$ cat config.mk
export PLATFORM = sky130hd
export DESIGN_NAME = timer_counter
export DESIGN_NICKNAME = d
export VERILOG_FILES = /design/src/design/phase_gen.v /design/src/design/ripple_prescaler.v /design/src/design/timer_counter.v
export VERILOG_INCLUDE_DIRS = /design/src /design/src/design
export SDC_FILE = /design/constraint.sdc
export NUM_CORES = 1
export LEC_CHECK = 0
export BUFFER_PORTS_ARGS = -buffer_cell sky130_fd_sc_hd__buf_4
export CORE_MARGIN = 4
export CORE_UTILIZATION = 53
export CTS_CLUSTER_DIAMETER = 30
export CTS_CLUSTER_SIZE = 12
export DETAILED_ROUTE_END_ITERATION = 8
export PLACE_DENSITY = 0.75
export SLEW_MARGIN = 20
export SYNTH_ARGS = -nofsm -noshare
export SYNTH_HDL_FRONTEND = slang
export SYNTH_SLANG_ARGS = --single-unit
$ cat constraint.sdc
create_clock -name ref_clk -period 3.15 [get_ports ref_clk]
set_clock_uncertainty 0.1 [all_clocks]
set_input_delay 0.4725 -clock ref_clk [delete_from_list [all_inputs] [get_ports ref_clk]]
set_output_delay 0.4725 -clock ref_clk [all_outputs]
set_load 0.01 [all_outputs]
$ cat src/design/timer_counter_map.vh
// Purpose: offsets, field positions, reset values and timing counts
// Assumes: one 8-bit data register per address on the plain port
// Notes: offsets are local to this block
`ifndef TIMER_COUNTER_MAP_VH
`define TIMER_COUNTER_MAP_VH

`define ADDR_COUNT 2'h0
`define ADDR_OPTION 2'h1
`define ADDR_INTCTRL 2'h2

`define OPT_CLOCK_SOURCE 5
`define OPT_EDGE_SELECT 4
`define OPT_PRESCALER_ASSIGN 3
`define OPT_RATIO_HI 2
`define OPT_RATIO_LO 0

`define INT_IRQ_ENABLE 5
`define INT_OVERFLOW_FLAG 2

`define OPTION_RESET 8'hff
`define INTCTRL_RESET 8'h00
`define COUNT_RESET 8'h00

`define OSC_PER_INSTR 4
`define WRITE_HOLD_CYCLES 2'h2

`endif

$ cat src/design/phase_gen.v
// Purpose: four-phase divider making instruction-cycle strobes
// Assumes: ref_clk is the oscillator, four periods per instruction cycle
// Notes: phases run in sleep so the edge sampler stays defined
`include "timer_counter_map.vh"
module phase_gen (
    input wire ref_clk,
    input wire arst_n,
    output wire q2Strobe,
    output wire q4Strobe
);
    reg [1:0] phase;

    always @(posedge ref_clk or negedge arst_n) begin
        if (!arst_n) begin
            phase <= 2'h0;
        end else begin
            phase <= phase + 2'h1;
        end
    end

    assign q2Strobe = (phase == 2'h1);
    assign q4Strobe = (phase == 2'h3);
endmodule // phase_gen

$ cat src/design/ripple_prescaler.v
// Purpose: eight-stage divider with symmetric outputs, one per ratio
// Assumes: input already synchronous to ref_clk
// Notes: modelled as a toggle chain clocked by ref_clk enables
`include "timer_counter_map.vh"
module ripple_prescaler #(
    parameter STAGES = 8
) (
    input wire ref_clk,
    input wire arst_n,
    input wire clear,
    input wire tickIn,
    output wire [STAGES-1:0] taps
);
    reg [STAGES-1:0] stage;
    wire [STAGES:0] carry;

    assign carry[0] = tickIn;
    genvar i;
    generate
        for (i = 0; i < STAGES; i = i + 1) begin : g_stage
            // each stage halves its input with equal high and low halves
            always @(posedge ref_clk or negedge arst_n) begin
                if (!arst_n) begin
                    stage[i] <= 1'b0;
                end else if (clear) begin
                    stage[i] <= 1'b0;
                end else if (carry[i]) begin
                    stage[i] <= ~stage[i];
                end
            end
            assign carry[i+1] = carry[i] & stage[i];
        end
    endgenerate

    assign taps = stage;
endmodule // ripple_prescaler

$ cat src/design/timer_counter.v
// Purpose: 8-bit timer/counter with shared prescaler and overflow flag
// Assumes: software port strobes are one cycle, synchronous to ref_clk
// Notes: ref_clk is the oscillator; an instruction cycle is four periods
//
// How it works
// - source select clear counts instruction cycles
// - write holds counting two instruction cycles
// - source select set counts pin edges
// - edge select clear rising, set falling
// - one prescaler, counter or watchdog
// - ratios two to two hundred fifty-six
// - prescaler count never readable or writable
// - count register readable and writable anytime
// - wrap from ff to 00 sets flag
// - request only while enable bit set
// - sleep stops counter, no overflow
// - prescaler output sampled on q2, q4
// - prescaler is symmetric ripple divider
// - increment follows synchronisation stage, except unscaled instruction-cycle count
// - count write clears prescaler if assigned
// - low option nibble sets assignment, ratio
//
// The implementer's own choices: the strobed register port and the address map.
`include "timer_counter_map.vh"
module timer_counter #(
    parameter WIDTH = 8,
    parameter PRESCALE_STAGES = 8
) (
    input wire ref_clk,
    input wire arst_n,
    input wire [1:0] addr,
    input wire [7:0] wrData,
    input wire wrStrobe,
    input wire rdStrobe,
    output reg [7:0] rdData,
    input wire countClockPin,
    input wire sleep,
    input wire watchdogTick,
    input wire watchdogClear,
    output wire watchdogScaled,
    output wire overflowIrq
);
    wire q2Strobe;
    wire q4Strobe;
    reg [WIDTH-1:0] count;
    reg [7:0] option;
    reg overflowFlag;
    reg overflowIrqEnable;
    reg [1:0] holdCount;
    reg pinPrev;
    reg sampled;
    reg sampledPrev;
    wire clockSource = option[`OPT_CLOCK_SOURCE];
    wire edgeSelect = option[`OPT_EDGE_SELECT];
    wire prescalerAssign = option[`OPT_PRESCALER_ASSIGN];
    wire [2:0] ratioField = option[`OPT_RATIO_HI:`OPT_RATIO_LO];
    wire wrCount = wrStrobe && (addr == `ADDR_COUNT);
    wire wrOption = wrStrobe && (addr == `ADDR_OPTION);
    wire wrIntCtrl = wrStrobe && (addr == `ADDR_INTCTRL);

    phase_gen u_phase (
        .ref_clk(ref_clk),
        .arst_n(arst_n),
        .q2Strobe(q2Strobe),
        .q4Strobe(q4Strobe)
    );

    wire pinLevel = countClockPin ^ edgeSelect;
    // pin taken as synchronous; edge seen as a rise of pinLevel
    always @(posedge ref_clk or negedge arst_n) begin
        if (!arst_n) begin
            pinPrev <= 1'b0;
        end else begin
            pinPrev <= pinLevel;
        end
    end
    wire pinEdge = pinLevel & ~pinPrev;

    wire sourceTick = clockSource ? pinEdge : q4Strobe;

    // prescaler goes to one owner only
    wire toCounter = ~prescalerAssign;
    wire [PRESCALE_STAGES-1:0] taps;
    wire prescaleClear = (toCounter && wrCount) ||
        (prescalerAssign && watchdogClear);
    wire prescaleIn = (toCounter ? sourceTick : watchdogTick) & ~sleep;

    // prescaler count has no port path
    ripple_prescaler #(
        .STAGES(PRESCALE_STAGES)
    ) u_prescaler (
        .ref_clk(ref_clk),
        .arst_n(arst_n),
        .clear(prescaleClear),
        .tickIn(prescaleIn),
        .taps(taps)
    );

    // ratio from two to two fifty-six
    // ratio n takes stage n, divide by 2^(n+1)
    wire scaledLevel = taps[ratioField];
    assign watchdogScaled = prescalerAssign ? scaledLevel : watchdogTick;

    // unscaled path when watchdog owns prescaler
    // level sampled on q2 and q4, used in every path except the unscaled instruction-cycle count
    wire preLevel = toCounter ? scaledLevel :
        (clockSource ? pinLevel : q4Strobe);
    always @(posedge ref_clk or negedge arst_n) begin
        if (!arst_n) begin
            sampled <= 1'b0;
            sampledPrev <= 1'b0;
        end else if (q2Strobe || q4Strobe) begin
            sampled <= preLevel;
            sampledPrev <= sampled;
        end
    end

    // increment only after synchronised rise, or on q4Strobe when counting unscaled instruction cycles
    // a rise caught at q4 shows at q2, so both sample edges may tick
    wire syncedTick = (q2Strobe || q4Strobe) && sampled && !sampledPrev;
    wire timerTick = (!clockSource && !toCounter) ? q4Strobe : syncedTick;

    wire incEnable = timerTick && !sleep && (holdCount == 2'h0);

    // two instruction cycle hold after write
    always @(posedge ref_clk or negedge arst_n) begin
        if (!arst_n) begin
            holdCount <= 2'h0;
        end else if (wrCount) begin
            holdCount <= `WRITE_HOLD_CYCLES;
        end else if (q4Strobe && holdCount != 2'h0) begin
            holdCount <= holdCount - 2'h1;
        end
    end

    always @(posedge ref_clk or negedge arst_n) begin
        if (!arst_n) begin
            count <= `COUNT_RESET;
        end else if (wrCount) begin
            count <= wrData[WIDTH-1:0];
        end else if (incEnable) begin
            count <= count + {{(WIDTH-1){1'b0}}, 1'b1};
        end
    end

    wire wrap = incEnable && (&count);

    always @(posedge ref_clk or negedge arst_n) begin
        if (!arst_n) begin
            option <= `OPTION_RESET;
            overflowFlag <= 1'b0;
            overflowIrqEnable <= 1'b0;
        end else begin
            if (wrOption) begin
                option <= wrData;
            end
            if (wrIntCtrl) begin
                overflowIrqEnable <= wrData[`INT_IRQ_ENABLE];
            end
            // set wins over a clear in the same cycle
            if (wrap) begin
                overflowFlag <= 1'b1;
            end else if (wrIntCtrl) begin
                overflowFlag <= wrData[`INT_OVERFLOW_FLAG];
            end
        end
    end

    assign overflowIrq = overflowFlag & overflowIrqEnable;

    always @(posedge ref_clk or negedge arst_n) begin
        if (!arst_n) begin
            rdData <= 8'h00;
        end else if (rdStrobe) begin
            case (addr)
                `ADDR_COUNT: rdData <= count;
                `ADDR_OPTION: rdData <= option;
                `ADDR_INTCTRL: rdData <= {2'h0, overflowIrqEnable, 2'h0,
                    overflowFlag, 2'h0};
                default: rdData <= 8'h00;
            endcase
        end else begin
            rdData <= 8'h00;
        end
    end
endmodule // timer_counter

==> Word-level counts from Yosys, hierarchy flattened <==
Cells that the tools add are included.
W data, S select, Z words.
{ "op_classes": {"n_eq_ne": 4, "n_mux": 32, "add_sub_neg": 3, "n_lt_le_gt_ge": 1, "reduce_logical": 32, "bitwise": 22} }
{ "ops": {"columns": ["cell", "n"], "rows": [
  ["$mux W1", 25],
  ["$mux W8", 3],
  ["$pmux W8 S3", 1],
  ["$reduce_bool A2 Y1", 12],
  ["$logic_and A1 B1 Y1", 12],
  ["$not A1 Y1", 11],
  ["$and A1 B1 Y1", 10],
  ["$add A8 B1 Y8 const B", 1],
  ["$reduce_and A8 Y1", 1],
  ["$eq A2 B1 Y1 const B", 2],
  ["$eq A2 B2 Y1 const B", 2],
  ["$logic_not A2 Y1", 2],
  ["$lt A3 B4 Y1 const B", 1],
  ["$mux W2", 2],
  ["$bmux W1 S3", 1],
  ["$logic_not A1 Y1", 3],
  ["$add A2 B1 Y2 const B", 1],
  ["$logic_or A1 B1 Y1", 2],
  ["$sub A2 B1 Y2 const B", 1],
  ["$xor A1 B1 Y1", 1]
]} }
{ "totals": {"input_bits": 18, "reg_bits": 41} }

==> Depth between registers and ports, before layout <==
{ "depth": {"depth_word": 14, "mapped_depth": 7, "mapped_depth_nobuf": 7} }

==> Modules after synthesis <==
From an unflattened synthesis, not the netlist that was laid out.
{ "unflattened": {"hier_cells": 184, "hier_area_um2": 2065.7} }
{ "by_module_without_submodules": {"columns": ["module", "area_per_inst_um2", "cells_per_inst", "n_inst"], "rows": [
  ["timer_counter", 1611.5, 141, 1],
  ["ripple_prescaler", 367.9, 36, 1],
  ["phase_gen", 86.3, 7, 1]
]} }

==> Worst setup path before layout <==
Ideal clock, no wire load.
{ "synth_timing": {"kind": "flip-flop to output port", "start": "reg option[0]", "end": "out watchdogScaled", "n_path_buf": 0, "path_stages_with_launch": 4, "arrival_time_ns": 1.326, "setup_slack_ns": 1.252, "cell_sequence": "dfstp_2 -> mux4_2 -> mux2i_1 -> a21oi_1"} }
{ "synth_between": {"elab_chain_cells": 3} }
{ "synth_rtl": {"columns": ["element", "line_no", "source"], "rows": [
  ["start: declaration", "timer_counter.v:46", "reg [7:0] option;"],
  ["start signal: assignment", "timer_counter.v:150", "option <= `OPTION_RESET;"],
  ["start signal: assignment", "timer_counter.v:155", "option <= wrData;"],
  ["$bmux W1 S3", "timer_counter.v:101", "wire scaledLevel = taps[ratioField];"],
  ["$mux W1 (not written as such)", "timer_counter.v:101", null],
  ["$mux W1", "timer_counter.v:102", "assign watchdogScaled = prescalerAssign ? scaledLevel : watchdogTick;"],
  ["end: declaration", "timer_counter.v:40", "output wire watchdogScaled,"]
]} }
Every way passes these cells. The select of a mux whose other input is x is not followed.

==> Worst setup path after layout <==
Same ends and word-level chain as after synthesis.

==> reports/results.tsv <==
metric	value	unit
syn_nets	210	
layout cells sized above 1	27.73	%
CP Cell Sequence	mux4_2, mux2i_1, a21oi_1, buf_4	
Non-Filler Instances	268	
DRT antenna net count	0	
GR Overflow Total	0	
Post-synth EDFFs	0	
clk slew on worst S/H paths	70	ps
Largest stage delay, worst path	580	ps
Crit. Startpoint	option[0]$_DFFE_PN1P_	
vias in the first global route	1533	
RSZ-0062 raised after global routing	false	
Pwr Density	576.3	nW/um^2
sequential power share	52.9	%
Comb power frac	23.4	%
syn_area_per_cell	10.97	sq um
Clock Latency Late Sink	300	ps
Ports	28	
Rows	22	
most frequent cells in the layout	dfrtp_1, buf_4, nor2_1, nand2_1, mux2i_1	
Peak VDD IR	0.3160	mV
WL/cell	14.90	um
final core occ	64.48	%
CTS Buf Count	5	
Hold Vio Cnt, Final	0	
Total Neg Setup Slack	0	ps
Worst Setup EP	watchdogScaled	
Setup Fix Bufs, Post-CTS	0	
YS warnings	0	
ys flop type	dfrtp_1	
CP arrival	1880	ps
Initial Util	55.49	%
H-tree level count	2	
Synth async-reset ratio	100.0	%
Worst path slowest cell	dfstp_2	
DIE WIDTH	70.38	um
WS Path Type	reg -> out	
Pint	958.9	uW
routability congestion estimate	0.8460	
r2r setup slk	1240	ps
fillcell total	297	
relative slew slack	65.23	%
Synth Register Bits	41	
R2R cell count	7	
DP Wirelength	2963	um
fmax	0.4083	GHz
Syn Std Cell Area	2062	sq um
first-pass GRT wire length	7203	um
Die ar.	4953	sq um
core area	3716	sq um
initial antenna violation count	0	
largest net degree at the start of global routing	42	
Initial DRC Count	73	
CTS tree	yes	
final total power	1.381	mW
clk sinks	41	
CP Capture Type	output port	
CP required	2580	ps
synth top area cells	dfrtp_1, dfstp_2, mux2_2	
net switching power	421.8	uW
Net Sw Frac	30.55	%
Cells after Synth	188	
hold buffer count at CTS	0	
design area	2396	sq um
status	finished, final reports clean	
Slew @ Worst Pin	520.0	ps
Yosys top cell by area	dfrtp_1	
Max Slew Vio Count	0	
# setup viols final	0	
area delta synth->final	16.20	%
# DRC	0	
Post-CTS Resized	0	
top-area cell type share of the netlist area	40.05	%
Startpoint Class	register	
Setup WS pre-CTS	1032	ps
Max Cap Viol	0	
Port Buffers	27	
DRT Pass-1 Iters	4	
clock share of power	23.7	%
Bufs on Longest Clock Path	2	
Ant. Diodes	0	
vias per cell	5.299	
FF-to-FF End	count[7]$_DFFE_PN0P_	
worst min path class	in -> async	
most common cell after layout, fill and taps aside	dfrtp_1	
GRT Overall Usage	19.11	%
WHS	43.84	ps
placed instance area	2316	sq um
final worst slack	700.9	ps
CTS Root Cell	clkbuf_8	
sequential element share of the synthesized area	50.24	%
period utilization	77.75	%
min Tclk post-route	2449	ps
library cells used by synthesis	34	
detailed-route via count	1420	
final wirelength	3992	um
leakage	1.076	nW
Cells after DPL	260	
chip height	70.38	um
r2r startpoint	holdCount[0]$_DFFE_PN0P_	
Final nets	241	
worst-path fanout max	4	
## state kept, by name (all words and copies together), names as in the netlist
register           cells
sampled                1
u_phase.phase          2
overflowFlag           1
sampledPrev            1
option                 8
u_prescaler.taps       8
count                  8
rdData                 8
pinPrev                1
holdCount              2
overflowIrqEnable      1
## cell type report
cell class	instances	area, sq um	share of cell area (%)
multi-input cells	137	987.2	41.20
repair buffers	28	210.2	8.773
flip-flops and latches	41	1036	43.24
inverters	6	22.52	0.9399
clock buffers	8	80.08	3.342
well taps	48	60.06	2.507
## power groups by stage
| stage | registers [mW] | clock network, mW | logic (mW) |
|---|---|---|---|
| 2_1_floorplan | 0.712 | 0 | 0.230 |
| 3_3_place_gp | 0.731 | 0 | 0.309 |
| 3_5_place_dp | 0.738 | 0 | 0.326 |
| 4_1_cts | 0.730 | 0.336 | 0.328 |
| 5_1_grt | 0.749 | 0.360 | 0.369 |
| 6_report | 0.731 | 0.327 | 0.322 |
## cell usage after synthesis, types with 4 or more instances
| library cell | count |
|---|---|
| o21ai_0 | 9 |
| a21oi_1 | 5 |
| nand2_1 | 17 |
| mux2i_1 | 11 |
| xor2_1 | 9 |
| nand3_1 | 4 |
| xnor2_1 | 8 |
| ha_1 | 4 |
| inv_1 | 6 |
| dfstp_2 | 8 |
| nand4_1 | 4 |
| nor2_1 | 24 |
| mux2_2 | 10 |
| dfrtp_1 | 33 |
## critical path, delay by kind of cell (launching register included)
family	cells	cell delay, ps
AO/OA/AOI/OAI	1	110
buffers and inverters	1	150
flip-flops	1	580
multiplexers	2	740
## how the worst min path moves through the flow
stage,from,to,slack (ps),cells past startpoint
after CTS,arst_n,rdData[0]$_DFF_PN0_,60,1
after detailed placement,u_phase.phase[0]$_DFF_PN0_,u_phase.phase[0]$_DFF_PN0_,360,1
after floorplan,arst_n,count[0]$_DFFE_PN0P_,80,0
after global placement,u_phase.phase[0]$_DFF_PN0_,u_phase.phase[0]$_DFF_PN0_,340,1
final,arst_n,rdData[0]$_DFF_PN0_,40,1
after global routing,arst_n,overflowFlag$_DFFE_PN0P_,80,1
## metal layers
metal  wire (um)  global-route usage [%]
met1        1896                   24.56
met2        1826                   28.90
met3         167                   5.180
met4         102                   10.85
met5           0                       0
## cells by family after synthesis
| group | count (synthesis) | synth area share (%) |
|---|---|---|
| xor gates and xnor gates | 17 | 7.221 |
| buffers and inverters | 10 | 1.881 |
| AOI/OAI and AO/OA | 21 | 7.281 |
| and+or+nand+nor | 72 | 17.96 |
| muxes | 23 | 12.99 |
| DFF | 41 | 50.24 |
| adders and majority gates | 4 | 2.427 |
Note: power is estimated with default switching activity, not from simulation.
